--- config.mk ---
export PLATFORM = sky130hd
export DESIGN_NAME = cfs_global_regs
export DESIGN_NICKNAME = d
export VERILOG_FILES = /design/src/logic/cfs_fault_capture.v /design/src/logic/cfs_global_regs.v
export VERILOG_INCLUDE_DIRS = /design/src /design/src/logic
export SDC_FILE = /design/constraint.sdc
export NUM_CORES = 1
export LEC_CHECK = 0
export BUFFER_PORTS_ARGS = -buffer_cell sky130_fd_sc_hd__buf_4
export CORE_MARGIN = 8
export CORE_UTILIZATION = 45
export CTS_BUF_LIST = sky130_fd_sc_hd__clkbuf_8
export DETAILED_ROUTE_END_ITERATION = 8
export GPL_ROUTABILITY_DRIVEN = 0
export GPL_TIMING_DRIVEN = 0
export PLACE_DENSITY = 0.72
export SYNTH_ARGS = -nofsm -noshare
export SYNTH_HDL_FRONTEND = slang
export SYNTH_SLANG_ARGS = --single-unit
--- constraint.sdc ---
create_clock -name clk -period 2.05 [get_ports clk]
set_input_delay 0.1025 -clock clk [delete_from_list [all_inputs] [get_ports clk]]
set_output_delay 0.1025 -clock clk [all_outputs]
set_load 0.01 [all_outputs]
--- src/logic/cfs_regs.vh ---
`ifndef CFS_REGS_VH
`define CFS_REGS_VH
`define CFS_ADDR_W 16
`define CFS_OFF_MASK 12'hFFF
`define CFS_OFF_FAULT_ADDR 12'hFC0
`define CFS_OFF_FAULT_ID 12'hFC8
`define CFS_OFF_FAULT_DETAIL 12'hFCC
`define CFS_OFF_UNIT_STATUS 12'hFD4
`define CFS_OFF_SECMEM_GEOM 12'hFD8
`define CFS_OFF_SECMEM_VER 12'hFDC
`define CFS_OFF_CHECKER_VER 12'hFE0
`define CFS_OFF_CLUSTER_VER 12'hFE4
`define CFS_ALIAS_MAP 16'h014F
`define CFS_FD_KEY 25
`define CFS_FD_MOD 24
`define CFS_FD_SZHI_LSB 16
`define CFS_FD_KIND 15
`define CFS_FD_ORIGIN_LSB 12
`define CFS_FD_INIT_LSB 8
`define CFS_FD_RW 7
`define CFS_ST_ENDIAN 10
`define CFS_ST_MODE_LSB 8
`define CFS_ST_ENTROPY 2
`define CFS_ST_IDLE 1
`define CFS_ST_BUSY 0
`define CFS_GEOM_MAX_LSB 16
`define CFS_GEOM_PRT_LSB 12
`define CFS_VER_PSIZ_LSB 16
`define CFS_VER_MAJ_LSB 8
`define CFS_CHK_BLK_LSB 24
`define CFS_CHK_S512 18
`define CFS_CHK_S256 16
`define CFS_CHK_MAJ_LSB 8
`define CFS_CLU_ERA_LSB 24
`define CFS_CLU_MAJ_LSB 8
`define CFS_RST_STATUS 32'h0000_0002
`endif
--- src/logic/cfs_fault_capture.v ---
`timescale 1ns/1ps
`include "cfs_regs.vh"
module cfs_fault_capture (
  // Clock and reset
  input wire clk,
  input wire rst_n,
  // Fault report from DMA
  input wire fault_valid,
  input wire [31:0] fault_addr_in,
  input wire [15:0] fault_id_in,
  input wire [31:0] fault_detail_in,
  // Read pulses for the three fault words
  input wire rd_addr,
  input wire rd_id,
  input wire rd_detail,
  // Held values
  output reg [31:0] fault_addr,
  output reg [15:0] fault_id,
  output reg [31:0] fault_detail,
  output reg held
);
  reg [2:0] seen;
  wire [2:0] next_seen;
  assign next_seen = seen | {rd_detail, rd_id, rd_addr};
  always @(posedge clk or negedge rst_n) begin
    if (!rst_n) begin
      held <= 1'b0;
      seen <= 3'h0;
      fault_addr <= 32'h0;
      fault_id <= 16'h0;
      fault_detail <= 32'h0;
    end else if (!held) begin
      if (fault_valid) begin
        held <= 1'b1;
        fault_addr <= fault_addr_in;
        fault_id <= fault_id_in;
        fault_detail <= fault_detail_in;
      end
    end else if (next_seen == 3'h7) begin
      // All three read: clear together, later faults may land again
      held <= 1'b0;
      seen <= 3'h0;
      fault_addr <= 32'h0;
      fault_id <= 16'h0;
      fault_detail <= 32'h0;
    end else begin
      seen <= next_seen;
    end
  end
endmodule

--- src/logic/cfs_global_regs.v ---
// The plain strobed port is this design's own decision.
`timescale 1ns/1ps
`include "cfs_regs.vh"
module cfs_global_regs #(
  parameter PLATFORM_BIG_ENDIAN = 1'b0,
  parameter SECMEM_PRESENT = 1'b1,
  parameter [9:0] MAX_PAGE_INDEX = 10'h3FF,
  parameter [3:0] TOP_PARTITION_INDEX = 4'hF,
  parameter [9:0] TOP_PAGE_INDEX = 10'h01F,
  parameter [2:0] PAGE_SIZE_CODE = 3'h2,
  parameter [7:0] SECMEM_MAJOR = 8'h03,
  parameter [7:0] SECMEM_MINOR = 8'h00,
  parameter [3:0] CHECKER_BLOCKS = 4'hF,
  parameter CHECKER_SHA256 = 1'b1,
  parameter CHECKER_SHA512 = 1'b1,
  // Version values below are arbitrary
  parameter [7:0] CHECKER_MAJOR = 8'h01,
  parameter [7:0] CHECKER_MINOR = 8'h00,
  parameter [7:0] CLUSTER_ERA = 8'h01,
  parameter [7:0] CLUSTER_MAJOR = 8'h01,
  parameter [7:0] CLUSTER_MINOR = 8'h00
) (
  // Clock and reset
  input wire clk,
  input wire rst_n,
  // Register port
  input wire [15:0] reg_addr,
  input wire [31:0] reg_wdata,
  input wire reg_wr,
  input wire reg_rd,
  output reg [31:0] reg_rdata,
  // Fault capture from DMA
  input wire fault_valid,
  input wire [31:0] fault_addr_in,
  input wire [15:0] fault_id_in,
  input wire fault_key_read,
  input wire fault_modifier_read,
  input wire [9:0] fault_size,
  input wire fault_data_kind,
  input wire [2:0] fault_job_origin,
  input wire [3:0] fault_initiator_id,
  input wire fault_rw_kind,
  input wire [1:0] fault_err_code,
  input wire [2:0] fault_extra_flags,
  // Unit status sources
  input wire [1:0] security_mode_state,
  input wire entropy_idle,
  input wire [2:0] ring_job_active,
  input wire engine_job_active,
  input wire rng_request_active,
  input wire [2:0] ring_timer_counting,
  input wire irq_pending_unmasked,
  input wire secmem_idle,
  input wire checker_idle_reporting,
  input wire checker_runtime_mode,
  input wire [3:0] runtime_block_enable,
  input wire checker_hash_active,
  // Status mirrors
  output reg unit_busy,
  output reg unit_idle,
  output reg fault_held
);
  wire [31:0] fault_addr;
  wire [15:0] fault_id;
  wire [31:0] fault_detail;
  wire held;
  wire [31:0] detail_in;
  wire [11:0] off;
  wire alias_ok;
  wire rd_ok;
  wire next_busy;
  wire checker_blocks_idle;
  wire next_idle;
  wire [31:0] status_word;
  reg [31:0] next_rdata;

  // Offset within one 4 KB space; top nibble picks the alias space
  function alias_hit;
    input [15:0] a;
    reg [15:0] map;
    begin
      map = `CFS_ALIAS_MAP;
      alias_hit = map[a[15:12]] & (a[1:0] == 2'h0);
    end
  endfunction

  assign off = reg_addr[11:0] & `CFS_OFF_MASK;
  assign alias_ok = alias_hit(reg_addr);
  assign rd_ok = reg_rd & alias_ok;

  assign detail_in = {fault_err_code, 1'b0, fault_extra_flags,
    fault_key_read,
    fault_modifier_read,
    5'h00, fault_size[9:7],
    fault_data_kind,
    fault_job_origin,
    fault_initiator_id,
    fault_rw_kind,
    fault_size[6:0]};

  cfs_fault_capture u_fault (
    .clk(clk),
    .rst_n(rst_n),
    .fault_valid(fault_valid),
    .fault_addr_in(fault_addr_in),
    .fault_id_in(fault_id_in),
    .fault_detail_in(detail_in),
    .rd_addr(rd_ok & (off == `CFS_OFF_FAULT_ADDR)),
    .rd_id(rd_ok & (off == `CFS_OFF_FAULT_ID)),
    .rd_detail(rd_ok & (off == `CFS_OFF_FAULT_DETAIL)),
    .fault_addr(fault_addr),
    .fault_id(fault_id),
    .fault_detail(fault_detail),
    .held(held)
  );

  assign next_busy = (|ring_job_active) | engine_job_active |
    rng_request_active;
  // Idle-reporting set blocks idle in run-time mode only while a run-time block is enabled
  assign checker_blocks_idle = checker_idle_reporting ?
    (checker_runtime_mode & (|runtime_block_enable)) :
    checker_hash_active;
  assign next_idle = ~next_busy & ~(|ring_timer_counting) &
    ~irq_pending_unmasked & secmem_idle & ~checker_blocks_idle;

  assign status_word = {21'h0, PLATFORM_BIG_ENDIAN[0],
    security_mode_state,
    5'h0, entropy_idle,
    unit_idle, unit_busy};

  // Reads return registered status so the word matches the mirror pins
  always @* begin
    next_rdata = 32'h0;
    if (rd_ok) begin
      case (off)
        `CFS_OFF_FAULT_ADDR: next_rdata = fault_addr;
        `CFS_OFF_FAULT_ID: next_rdata = {16'h0, fault_id};
        `CFS_OFF_FAULT_DETAIL: next_rdata = fault_detail;
        `CFS_OFF_UNIT_STATUS: next_rdata = status_word;
        `CFS_OFF_SECMEM_GEOM: next_rdata = {6'h0,
          MAX_PAGE_INDEX,
          TOP_PARTITION_INDEX,
          2'h0, TOP_PAGE_INDEX};
        `CFS_OFF_SECMEM_VER: next_rdata = {13'h0,
          PAGE_SIZE_CODE,
          (SECMEM_PRESENT ? SECMEM_MAJOR : 8'h00),
          SECMEM_MINOR};
        `CFS_OFF_CHECKER_VER: next_rdata = {4'h0,
          CHECKER_BLOCKS, 5'h0,
          CHECKER_SHA512[0], 1'b0, CHECKER_SHA256[0],
          CHECKER_MAJOR, CHECKER_MINOR};
        `CFS_OFF_CLUSTER_VER: next_rdata = {CLUSTER_ERA, 8'h00,
          CLUSTER_MAJOR, CLUSTER_MINOR};
        default: next_rdata = 32'h0;
      endcase
    end
  end

  // Writes have no target: reg_wr and reg_wdata are deliberately unused
  always @(posedge clk or negedge rst_n) begin
    if (!rst_n) begin
      reg_rdata <= 32'h0;
      unit_busy <= 1'b0;
      unit_idle <= 1'b1;
      fault_held <= 1'b0;
    end else begin
      reg_rdata <= next_rdata;
      unit_busy <= next_busy;
      unit_idle <= next_idle;
      fault_held <= held;
    end
  end
endmodule

# --- Word-level counts from Yosys, hierarchy flattened ---
# Memory sizes are Yosys's and may differ from the RTL's.
# Cells that the tools add are included.
op_classes:
  order_cmp: 1
  n_eq_ne: 10
  mux: 16
  bitwise: 17
  reduce_logical: 6
ops:
  columns: ["operator", "n"]
  rows:
  - ["one-hot mux 32 bit (8 select lines)", 1]
  - ["two-way mux 32 bit", 6]
  - ["== test 12 bit, second input constant", 8]
  - ["two-way mux 16 bit", 3]
  - ["bitwise AND 1 bit", 10]
  - ["OR reduction 3 bit", 2]
  - ["< comparator 4 x 5 -> 1 bit, second input constant", 1]
  - ["two-way mux 1 bit", 5]
  - ["NOT 1 bit", 4]
  - ["OR reduction 4 bit", 1]
  - ["== test 3 bit, second input constant", 1]
  - ["two-way mux 3 bit", 1]
  - ["OR 3 bit", 1]
  - ["zero test 2 bit", 1]
  - ["inequality test 2 bit, second input constant", 1]
  - ["OR 1 bit", 2]
  - ["AND reduction 2 bit", 1]
  - ["nonzero test 2 bit", 1]
word_totals:
  reg_bits: 119
  rom_bits: 16
  in_bits: 147
  out_inout_bits: 35
  wordCells: 60
  memories: 1
memory_table:
  columns: ["memory", "depth", "word_bits", "read_ports", "rd_clocked_by_memory_dff", "wr", "line_no", "source"]
  rows:
  - ["(name not given)", 16, 1, 1, 0, 0, "cfs_global_regs.v:83", "alias_hit = map[a[15:12]] & (a[1:0] == 2'h0);"]

# --- Depth between registers and ports, before layout ---
# Gate-level depths: netlist of run 1.
depth:
  word_depth: 9
  mapped_depth: 8

# --- By module ---
# From an unflattened synthesis of run 1, not the netlist that was laid out.
hier_totals:
  cells_unflattened: 558
  area_unflattened_um2: 5360.1
by_module_without_submodules:
  columns: ["mod", "n_inst", "cells_each", "area_each_um2"]
  rows:
  - ["cfs_fault_capture", 1, 365, 3374.5]
  - ["cfs_global_regs", 1, 193, 1985.7]

# --- Least setup slack after synthesis of run 1 ---
# No wires, ideal clock.
synth_path:
  path_kind: "input-to-reg"
  from: "in reg_addr[1]"
  to: "reg u_fault.fault_addr[10]"
  setup_ps: 150
  arrival_ps: 1647
  required_ps: 1900
  path_slack_ps: 254
  path_stages: 7
  path_buffers: 3
  cell_sequence: "or2_1 -> buf_2 -> a2111oi_4 -> a31o_2 -> buf_4 -> clkbuf_4 -> a41oi_1"
synth_between:
  elab_chain_cells: 8
  word_cells_on_any_way: 13
  cone_classes: "eq/ne (5); bitwise (6); reduce/logical (2)"
synth_lines:
  columns: ["item", "line_no", "source"]
  rows:
  - ["from (decl)", "cfs_global_regs.v:27", "input wire [15:0] reg_addr,"]
  - ["zero test 2 bit", "cfs_global_regs.v:83", null]
  - ["bitwise AND 1 bit", "cfs_global_regs.v:83", null]
  - ["bitwise AND 1 bit", "cfs_global_regs.v:89", "assign rd_ok = reg_rd & alias_ok;"]
  - ["bitwise AND 1 bit (on tied branches)", "cfs_global_regs.v:108, cfs_global_regs.v:109, cfs_global_regs.v:110", null]
  - ["OR 3 bit (*)", "cfs_fault_capture.v:24", "assign next_seen = seen | {rd_detail, rd_id, rd_addr};"]
  - ["== test 3 bit (*)", "cfs_fault_capture.v:39", "end else if (next_seen == 3'h7) begin"]
  - ["inequality test 2 bit (no source line) (*)", null, null]
  - ["AND reduction 2 bit (no source line) (*)", null, null]
  - ["to (signal assigned)", "cfs_fault_capture.v:35", "fault_addr <= fault_addr_in;"]
  - ["to (decl)", "cfs_fault_capture.v:17", "output reg [31:0] fault_addr,"]
# Every way passes the cells marked *; elsewhere a longest branch is shown, timed or not.
# A chain may end at the register's enable or synchronous reset.

# --- Final worst setup path of run 1 ---
layout_path:
  from: "in rng_request_active"
  to: "reg unit_idle"
layout_between:
  elab_chain_cells: 6
layout_lines:
  columns: ["item", "line_no", "source"]
  rows:
  - ["from (decl)", "cfs_global_regs.v:50", "input wire rng_request_active,"]
  - ["OR 1 bit", "cfs_global_regs.v:117", "assign next_busy = (|ring_job_active) | engine_job_active |"]
  - ["net next_busy", "cfs_global_regs.v:71", "wire next_busy;"]
  - ["NOT 1 bit", "cfs_global_regs.v:123", "assign next_idle = ~next_busy & ~(|ring_timer_counting) &"]
  - ["bitwise AND 1 bit (2 in a row)", "cfs_global_regs.v:123", null]
  - ["bitwise AND 1 bit (2 in a row)", "cfs_global_regs.v:124", "~irq_pending_unmasked & secmem_idle & ~checker_blocks_idle;"]
  - ["net next_idle", "cfs_global_regs.v:73", "wire next_idle;"]
  - ["to (signal assigned)", "cfs_global_regs.v:169", "unit_idle <= next_idle;"]
  - ["to (decl)", "cfs_global_regs.v:60", "output reg unit_idle,"]
# The timed path passes the listed nets, and every way through them passes these cells.

==> results_dict.tcl, run 1 <==
set metrics [dict create \
    finClkSkew_ns 0.01000 \
    insertedDiodeCount 0 \
    crit_path_end "unit_idle" \
    worst_pin_slew_ns 1.266 \
    clkPwrFrac_pct 37.8 \
    path_max_fanout 2 \
    grt_pass1_wl_microns 28900 \
    coreArea_sq_um 12410 \
    finalWirelength_microns 18420 \
    r2r-start "u_fault.held" \
    cap_violations 0 \
    clkTransAtPathRegs_ns 0.06 \
    drt_iter0_markers 386 \
    startpoint "rng_request_active" \
    power_mw 5.182 \
    grt_setup_unrepaired "false" \
    vias 5175 \
    die-area_sq_um 16300 \
    grt_max_degree 114 \
    end_kind "register" \
    antenna_found_initial 0 \
    status "finished with violations" \
    p_comb_share_pct 13.4 \
    initial_core_util_pct 45.21 \
    syn_area_per_cell_sq_um 11.23 \
    cts_setup_buffers 0 \
    failed_checks "hold timing" \
    seq_area_frac_synth_pct 50.40 \
    area_delta_synth_final_pct 38.77 \
    vias_per_cell 5.789 \
    dp_hpwl_microns 13180 \
    synthArstFlopShare_pct 100.0 \
    grt_pass1_vias 5374 \
    drcViolationCount 0 \
    fin_crit_sh_pct 94.77 \
    clock_latency_ns 0.42 \
    synth-edff-count 0 \
    cp-start-kind "input port" \
    maxSlewHeadroom_pct 15.38 \
    r2r_cells 5 \
    criticalPathCategory "in -> reg" \
    min_from "fault_valid" \
    cts-root-buf "clkbuf_8" \
    die_width_microns 127.7 \
    numCtsBuffers 17 \
    cp_data_arrival_time_ns 2.30 \
    fp.dieH_microns 127.7 \
    p_leak_nw 3.907 \
    final-hold-violation-count 1 \
    h-tree-depth 4 \
    critPathRequiredTime_ns 2.41 \
    port_buffers 147 \
    hold_path.class "in -> reg" \
    final_antenna_net_count 0 \
    synth_warnings 0 \
    peakVddDrop_mv 0.3208 \
    slew_viol_final 0 \
    syn-num-nets 647 \
    r2r_setup_slack_ns 0.31 \
    setup-violations-final 0 \
    p_int_mw 3.896 \
    ios 182 \
    synth_cell_types 46 \
    whs_ns -0.009818 \
    clock.fmax_mhz 514.7 \
    grt_use_total_pct 22.69 \
    rows 41 \
    firstDrtPassIters 5 \
    swShare_pct 24.82 \
    drive_above_1_share_pct 30.33 \
    sequentialPowerShare_pct 48.7 \
    synth-seq-cells 113 \
    clk_path_buf_depth 2 \
    cts_tree "yes" \
    synth-main-ff-cell "dfrtp_1" \
    p_switching_mw 1.286 \
    routedWlPerCell_microns 20.60 \
    setup_tns_ns 0 \
    gr-total-overflow 0 \
    p_per_area_nw_per_um2 665.3 \
    synthCells 500 \
    fill_cells 1048 \
    cts.sinks 113 \
    synth_area_sq_um 5613 \
    period_minus_slack_ns 1.943 \
    nNetsFinal 860 \
    r2r_end "u_fault.fault_detail[26]" \
]
power groups by stage:
stage / registers (mW) / clock network, mW / logic (mW)
3_3_place_gp: 2.55 / 0 / 0.590
4_1_cts: 2.52 / 1.98 / 0.681
2_1_floorplan: 2.50 / 0 / 0.318
3_5_place_dp: 2.56 / 0 / 0.610
5_1_grt: 2.54 / 2.09 / 0.762
6_report: 2.53 / 1.96 / 0.696
cells by family after synthesis:
family / synth area share (%)
flops: 50.40
buf+inv: 5.149
compound gates: 19.80
mux: 15.34
simple gates: 9.318
metrics by stage:
| step | std cells | setup WS (ns) | util (%) | area [sq um] | hold WS (ns) |
|---|---|---|---|---|---|
| floorplan | 500 | 0.2537 | - | 5613 | -0.1931 |
| global route | 894 | 0.04117 | 62.74 | 7789 | 0.001426 |
| global placement | 819 | -0.3196 | 55.84 | 6932 | 0.2614 |
| CTS | 892 | -0.1081 | 62.37 | 7742 | -0.03252 |
| finish | 894 | 0.1071 | 62.74 | 7789 | -0.009818 |
| detailed placement | 819 | -0.3987 | 55.84 | 6932 | 0.2648 |
synth_stat cells (3+ instances only):
library cell  number  area share [%]
and3_1             7            0.78
nor2_1            33             2.2
a41oi_1           77              12
a22oi_1            4            0.54
buf_4              8             1.1
buf_2             12             1.1
dfrtp_1          112              50
buf_6              3            0.60
clkbuf_1          31             2.1
a22o_1             5            0.78
nor3_1             3            0.27
o21ai_0           11            0.98
a31oi_1            4            0.45
nand2b_1           4            0.45
or3b_2             6            0.94
a21oi_1           33             2.9
nand3_1            5            0.45
nand2_1           21             1.4
mux2i_1           86              15
routing by layer:
metal / global-route usage [%] / up-vias / wire, microns
met5: 0 / - / 0
met4: 7.832 / 0 / 359
met3: 5.990 / 21 / 1417
met2: 36.66 / 243 / 8834
met1: 28.88 / 2544 / 7805
li1: - / 2367 / -
placed cells by master (no fill, tap or decap), types with 3 or more instances in the layout:
cell | synthesis | layout
a21oi_1 | 33 | 33
buf_2 | 12 | 12
clkbuf_1 | 31 | 24
mux2i_1 | 86 | 86
nand2b_1 | 4 | 4
dfrtp_1 | 112 | 112
dlygate4sd3_1 | 0 | 46
a22oi_1 | 4 | 4
a41oi_1 | 77 | 77
nand2_1 | 21 | 21
buf_4 | 8 | 154
inv_1 | 1 | 3
a22o_1 | 5 | 5
nand3_1 | 5 | 5
or3b_2 | 6 | 6
and3_1 | 7 | 7
clkinv_2 | 0 | 4
clkbuf_2 | 0 | 7
clkbuf_8 | 0 | 19
o21ai_0 | 11 | 11
a31oi_1 | 4 | 4
nor3_1 | 3 | 3
buf_6 | 3 | 4
nor2_1 | 33 | 33
layout make-up:
| class | count | area, sq um | share of cell area [%] |
|---|---|---|---|
| Sequential cell | 113 | 2829 | 36.32 |
| Multi-Input combinational cell | 329 | 2495 | 32.03 |
| Timing Repair Buffer | 194 | 1595 | 20.48 |
| Buffer | 57 | 294.0 | 3.775 |
| Clock buffer | 19 | 261.5 | 3.357 |
| Tap cell | 172 | 215.2 | 2.763 |
| Clock inverter | 9 | 95.09 | 1.221 |
| Inverter | 1 | 3.754 | 0.04819 |
how the worst min path moves through the flow:
stage	slack (ns)	endpoint	cells after the start
3_3_place_gp	0.26	unit_idle	2
5_1_grt	0.001	u_fault.fault_id[9]	3
3_5_place_dp	0.26	unit_idle	2
2_1_floorplan	-0.19	fault_held	0
6_report	-0.01	u_fault.held	3
4_1_cts	-0.03	u_fault.held	3
repair_timing:
action                                 4_1_cts  5_1_grt
hold buffers                                45        1
endpoints found under the hold margin       43      113
gates resized for setup                      3        8
pin swaps                                    0        1
setup endpoints to repair                   60       45
worst max-delay path, stage by stage:
cell	delay [ns]
dlygate4sd3_1	0.54
buf_4	0.13
nor2_1	0.07
dlygate4sd3_1	0.55
nand2_1	0.06
a311oi_1	0.24
dlygate4sd3_1	0.60
flip-flops by register name, indices dropped and copies added (netlist names):
register	flops
u_fault.fault_detail	26
u_fault.seen	3
fault_held	1
unit_busy	1
reg_rdata	32
u_fault.held	1
unit_idle	1
u_fault.fault_addr	32
u_fault.fault_id	16
(Power assumes the default switching activity.)
==> run 2, diff against run 1 <==
==> constraint.sdc (replaced) <==
create_clock -name clk -period 1.8 [get_ports clk]
set_input_delay 0.09 -clock clk [delete_from_list [all_inputs] [get_ports clk]]
set_output_delay 0.09 -clock clk [all_outputs]
set_load 0.01 [all_outputs]
==> results_dict.tcl, run 2 (synthesized netlist as in run 1, its figures left out) <==
set metrics [dict create \
    gr-total-overflow 0 \
    largestRegisters "reg_rdata x32, u_fault.fault_addr x32, u_fault.fault_detail x26" \
    drcViolationCount 0 \
    cap_violations 0 \
    p_per_area_nw_per_um2 735.4 \
    firstDrtPassIters 4 \
    maxSlewHeadroom_pct 46.35 \
    finClkSkew_ns 0.01038 \
    antenna_found_initial 0 \
    drt_iter0_markers 408 \
    layout_commonest_cell "buf_4" \
    end_kind "register" \
    postPlaceCellArea_sq_um 6932 \
    fp.dieH_microns 127.7 \
    setup-violations-final 0 \
    insertedDiodeCount 0 \
    port_buffers 147 \
    final-hold-violation-count 0 \
    ios 182 \
    grt_pass1_wl_microns 29380 \
    vias_per_cell 5.725 \
    criticalPathCategory "reg -> reg" \
    grt_setup_unrepaired "false" \
    grt_use_total_pct 23.16 \
    slew_viol_final 0 \
    dp_hpwl_microns 13180 \
    initial_core_util_pct 45.21 \
    cts.sinks 113 \
    grt_max_degree 114 \
    clk_path_buf_depth 2 \
    cp_data_arrival_time_ns 1.96 \
    fin_area_sq_um 8097 \
    die_width_microns 127.7 \
    vias 5278 \
    hold_path.class "in -> reg" \
    peakVddDrop_mv 0.3531 \
    critPathRequiredTime_ns 2.06 \
    nNetsFinal 888 \
    layout_setup_ws_ns 0.1071 \
    pre_cts_ws_ns -0.6362 \
    layout.cells.most_common_list "157 x buf_4, 112 x dfrtp_1, 86 x mux2i_1, 77 x a41oi_1, 71 x dlygate4sd3_1" \
    numCtsBuffers 17 \
    area_delta_synth_final_pct 44.25 \
    p_leak_nw 4.061 \
    cts_tree "yes" \
    routedWlPerCell_microns 20.41 \
    startpoint "u_fault.held" \
    final_antenna_net_count 0 \
    r2r-start "u_fault.held" \
    worst_pin_slew_ns 0.8048 \
    cts-root-buf "clkbuf_8" \
    grt_pass1_vias 5468 \
    fill_cells 989 \
    finalWirelength_microns 18810 \
    cp-start-kind "register" \
    h-tree-depth 4 \
    min_from "fault_id_in[12]" \
    fin_crit_sh_pct 94.05 \
    period_minus_slack_ns 1.693 \
    die-area_sq_um 16300 \
    clock.fmax_mhz 590.7 \
    clkTransAtPathRegs_ns 0.06 \
    clock_latency_ns 0.42 \
    dp.cells 819 \
    rows 41 \
    stdcell_count 922 \
    drive_above_1_share_pct 30.27 \
    status "finished, final reports clean" \
    path_max_fanout 10 \
    coreArea_sq_um 12410 \
]
## run 2: cell types whose count changed in the layout (fill, tap and decap cells not counted), moves of 2 or more
| cell | before | now |
|---|---|---|
| buf_4 | 154 | 157 |
| clkbuf_1 | 24 | 22 |
| clkbuf_2 | 7 | 9 |
| dlygate4sd3_1 | 46 | 71 |
| nor4b_2 | 2 | 0 |
| nor4b_4 | 0 | 2 |
## run 2: worst max-delay path: stages (launching register included)
cell,delay (ns)
dfrtp_1,0.37
nand2b_1,0.13
clkbuf_2,0.30
clkbuf_2,0.39
mux2i_1,0.27
a41oi_1,0.07
## run 2: through the flow
step | setup TNS, ns | hold slack, ns | total power, mW | util (%)
final | 0 | 0.01592 | 5.954 | 65.22
after global routing | 0 | 0.004578 | 6.186 | 65.22
after CTS | 0 | 0.001341 | 5.951 | 64.59
after detailed placement | -50.12 | 0.2523 | 3.611 | 55.84
after global placement | -43.00 | 0.2489 | 3.578 | 55.84
after floorplan | 0 | -0.2056 | 3.214 | -
## run 2: final timing paths
path / slack, ns / cells after the start / to
min in group asynchronous: 0.18 / 2 / u_fault.fault_addr[6]
max in group asynchronous: 0.95 / 3 / u_fault.fault_detail[24]
min reg2reg: 0.41 / 0 / fault_held
min: 0.02 / 3 / u_fault.fault_id[12]
max: 0.11 / 5 / u_fault.fault_detail[13]
max reg2reg: 0.11 / 5 / u_fault.fault_detail[13]
## run 2: repair_timing
item | 4_1_cts | 5_1_grt
pin swaps | 1 | 0
gates resized for setup | 8 | 10
endpoints found under the hold margin | 67 | 50
endpoints found under the setup margin | 65 | 18
hold buffers | 69 | 2
gates cloned | 0 | 0
buffers inserted | 3 | 0
## run 2: report_power, final
| group | leakage [nW] | internal, mW | switching, mW |
|---|---|---|---|
| Clock | 0.191 | 1.25 | 0.981 |
| Combinational | 2.43 | 0.488 | 0.357 |
| Sequential | 1.44 | 2.74 | 0.141 |
| Total | 4.06 | 4.47 | 1.48 |
## run 2: final cells by class
type / instances / area (sq um) / area share (%)
well taps: 172 / 215.2 / 2.658
plain buffers: 57 / 300.3 / 3.709
flip-flops and latches: 113 / 2829 / 34.94
clock buffers: 19 / 261.5 / 3.230
inverters: 1 / 3.754 / 0.04636
clock inverters: 9 / 95.09 / 1.174
multi-input cells: 329 / 2524 / 31.17
repair buffers: 222 / 1868 / 23.07
## run 2: metal layers
layer | part of all wire (%) | track usage (%) | wire length (microns)
met5 | 0 | 0 | 0
met1 | 43 | 29.89 | 8050
met2 | 49 | 38.00 | 9209
met4 | 1.6 | 7.133 | 298
met3 | 6.7 | 5.200 | 1255
==> run 3, diff against run 2 <==
--- a/config.mk
+++ b/config.mk
@@ -9,10 +9,10 @@
 export BUFFER_PORTS_ARGS = -buffer_cell sky130_fd_sc_hd__buf_4
 export CORE_MARGIN = 8
 export CORE_UTILIZATION = 45
-export CTS_BUF_LIST = sky130_fd_sc_hd__clkbuf_8
 export DETAILED_ROUTE_END_ITERATION = 8
 export GPL_ROUTABILITY_DRIVEN = 0
 export GPL_TIMING_DRIVEN = 0
+export HOLD_SLACK_MARGIN = 0.05
 export PLACE_DENSITY = 0.72
 export SYNTH_ARGS = -nofsm -noshare
 export SYNTH_HDL_FRONTEND = slang
==> results_dict.tcl, run 3 (synthesized netlist as in run 1, its figures left out) <==
set metrics [dict create \
    maxSlewHeadroom_pct 46.95 \
    fin_crit_sh_pct 95.33 \
    layout.cells.most_common_list "158 x buf_4, 112 x dfrtp_1, 86 x mux2i_1, 79 x dlygate4sd3_1, 77 x a41oi_1" \
    h-tree-depth 4 \
    postPlaceCellArea_sq_um 6932 \
    end_kind "register" \
    routedWlPerCell_microns 20.82 \
    numCtsBuffers 17 \
    p_comb_share_pct 12.5 \
    finalWirelength_microns 19390 \
    p_int_mw 5.304 \
    p_leak_nw 4.177 \
    finClkSkew_ns 0.01511 \
    clkTransAtPathRegs_ns 0.05 \
    grt_setup_unrepaired "false" \
    grt_max_degree 114 \
    layout_commonest_cell "buf_4" \
    grt_pass1_wl_microns 30260 \
    final_antenna_net_count 0 \
    path_max_fanout 10 \
    cp-start-kind "register" \
    drt_iter0_markers 463 \
    vias 5355 \
    p_per_area_nw_per_um2 827.1 \
    cts.sinks 113 \
    antenna_found_initial 0 \
    period_minus_slack_ns 1.716 \
    die-area_sq_um 16300 \
    cp_data_arrival_time_ns 1.97 \
    criticalPathCategory "reg -> reg" \
    coreArea_sq_um 12410 \
    fp.dieH_microns 127.7 \
    largestRegisters "reg_rdata x32, u_fault.fault_addr x32, u_fault.fault_detail x26" \
    rows 41 \
    clkPwrFrac_pct 45.9 \
    status "finished, final reports clean" \
    setup-violations-final 0 \
    vias_per_cell 5.752 \
    cts_tree "yes" \
    clock_latency_ns 0.42 \
    initial_core_util_pct 45.21 \
    die_width_microns 127.7 \
    worst_pin_slew_ns 0.7958 \
    swShare_pct 23.44 \
    r2r_setup_slack_ns 0.08 \
    fill_cells 929 \
    grt_use_total_pct 23.87 \
    cts-root-buf "clkbuf_16" \
    grt_pass1_vias 5586 \
    final-hold-violation-count 0 \
    sequentialPowerShare_pct 41.6 \
    fin_area_sq_um 8376 \
    gr-total-overflow 0 \
    p_switching_mw 1.624 \
    cap_violations 0 \
    finish.utilization_pct 67.47 \
    area_delta_synth_final_pct 49.22 \
    clk_path_buf_depth 2 \
    dp_hpwl_microns 13180 \
    firstDrtPassIters 5 \
    clock.fmax_mhz 582.8 \
    drive_above_1_share_pct 30.04 \
    port_buffers 147 \
    insertedDiodeCount 0 \
    peakVddDrop_mv 0.5180 \
    hold_path.class "in -> reg" \
    slew_viol_final 0 \
    drcViolationCount 0 \
    nNetsFinal 897 \
    ios 182 \
    critPathRequiredTime_ns 2.05 \
]
## run 3: area by class of cell
type / instances / area (sq um) / share of cell area [%]
clock inverters: 7 / 87.58 / 1.046
flip-flops and latches: 113 / 2829 / 33.78
clock buffers: 21 / 460.4 / 5.497
inverters: 1 / 3.754 / 0.04482
plain buffers: 57 / 300.3 / 3.585
multi-input cells: 329 / 2524 / 30.13
repair buffers: 231 / 1956 / 23.35
well taps: 172 / 215.2 / 2.569
## run 3: critical path, stage by stage, from the launching register on
cell	delay, ns
dfrtp_1	0.38
nand2b_1	0.14
clkbuf_2	0.31
clkbuf_2	0.38
mux2i_1	0.27
a41oi_1	0.07
## run 3: stage by stage
step	power [mW]	hold slack (ns)	setup WS [ns]	cells	TNS (ns)
after floorplan	3.214	-0.2056	0.01616	500	0
after global placement	3.578	0.2489	-0.5571	819	-43.00
after detailed placement	3.611	0.2523	-0.6362	819	-50.12
after CTS	6.911	0.05304	0.06962	929	0
after global routing	7.142	0.07876	0.001606	931	0
final	6.927	0.05604	0.08402	931	0
## run 3: what timing repair did
item                                    CTS  global route
buffers inserted                          4             0
endpoints found under the setup margin   73            34
endpoints found under the hold margin    75            47
hold buffers                             78             1
gates resized for setup                   9            10
pin swaps                                 1             0
## run 3: worst paths after layout
check	from	end	cells past startpoint
setup / recovery	u_fault.held	u_fault.fault_detail[13]	5
hold / removal	fault_size[0]	u_fault.fault_detail[0]	3
setup reg to reg	u_fault.held	u_fault.fault_detail[13]	5
hold reg to reg	u_fault.held	fault_held	0
max in group asynchronous	rst_n	u_fault.fault_detail[24]	3
min in group asynchronous	rst_n	u_fault.fault_addr[6]	2
## run 3: routing by layer
layer,vias up,wire length (microns),GRT usage (%)
met5,-,0,0
met4,0,350,7.692
met3,31,1364,5.449
met2,269,9565,39.60
met1,2609,8105,30.25
li1,2446,-,-
## run 3: power by group through the flow
stage	Sequential [mW]	Clock [mW]	Combinational, mW
global placement	2.91	0	0.672
finish	2.88	3.18	0.865
CTS	2.88	3.19	0.844
detailed placement	2.92	0	0.695
floorplan	2.85	0	0.363
global route	2.90	3.30	0.941
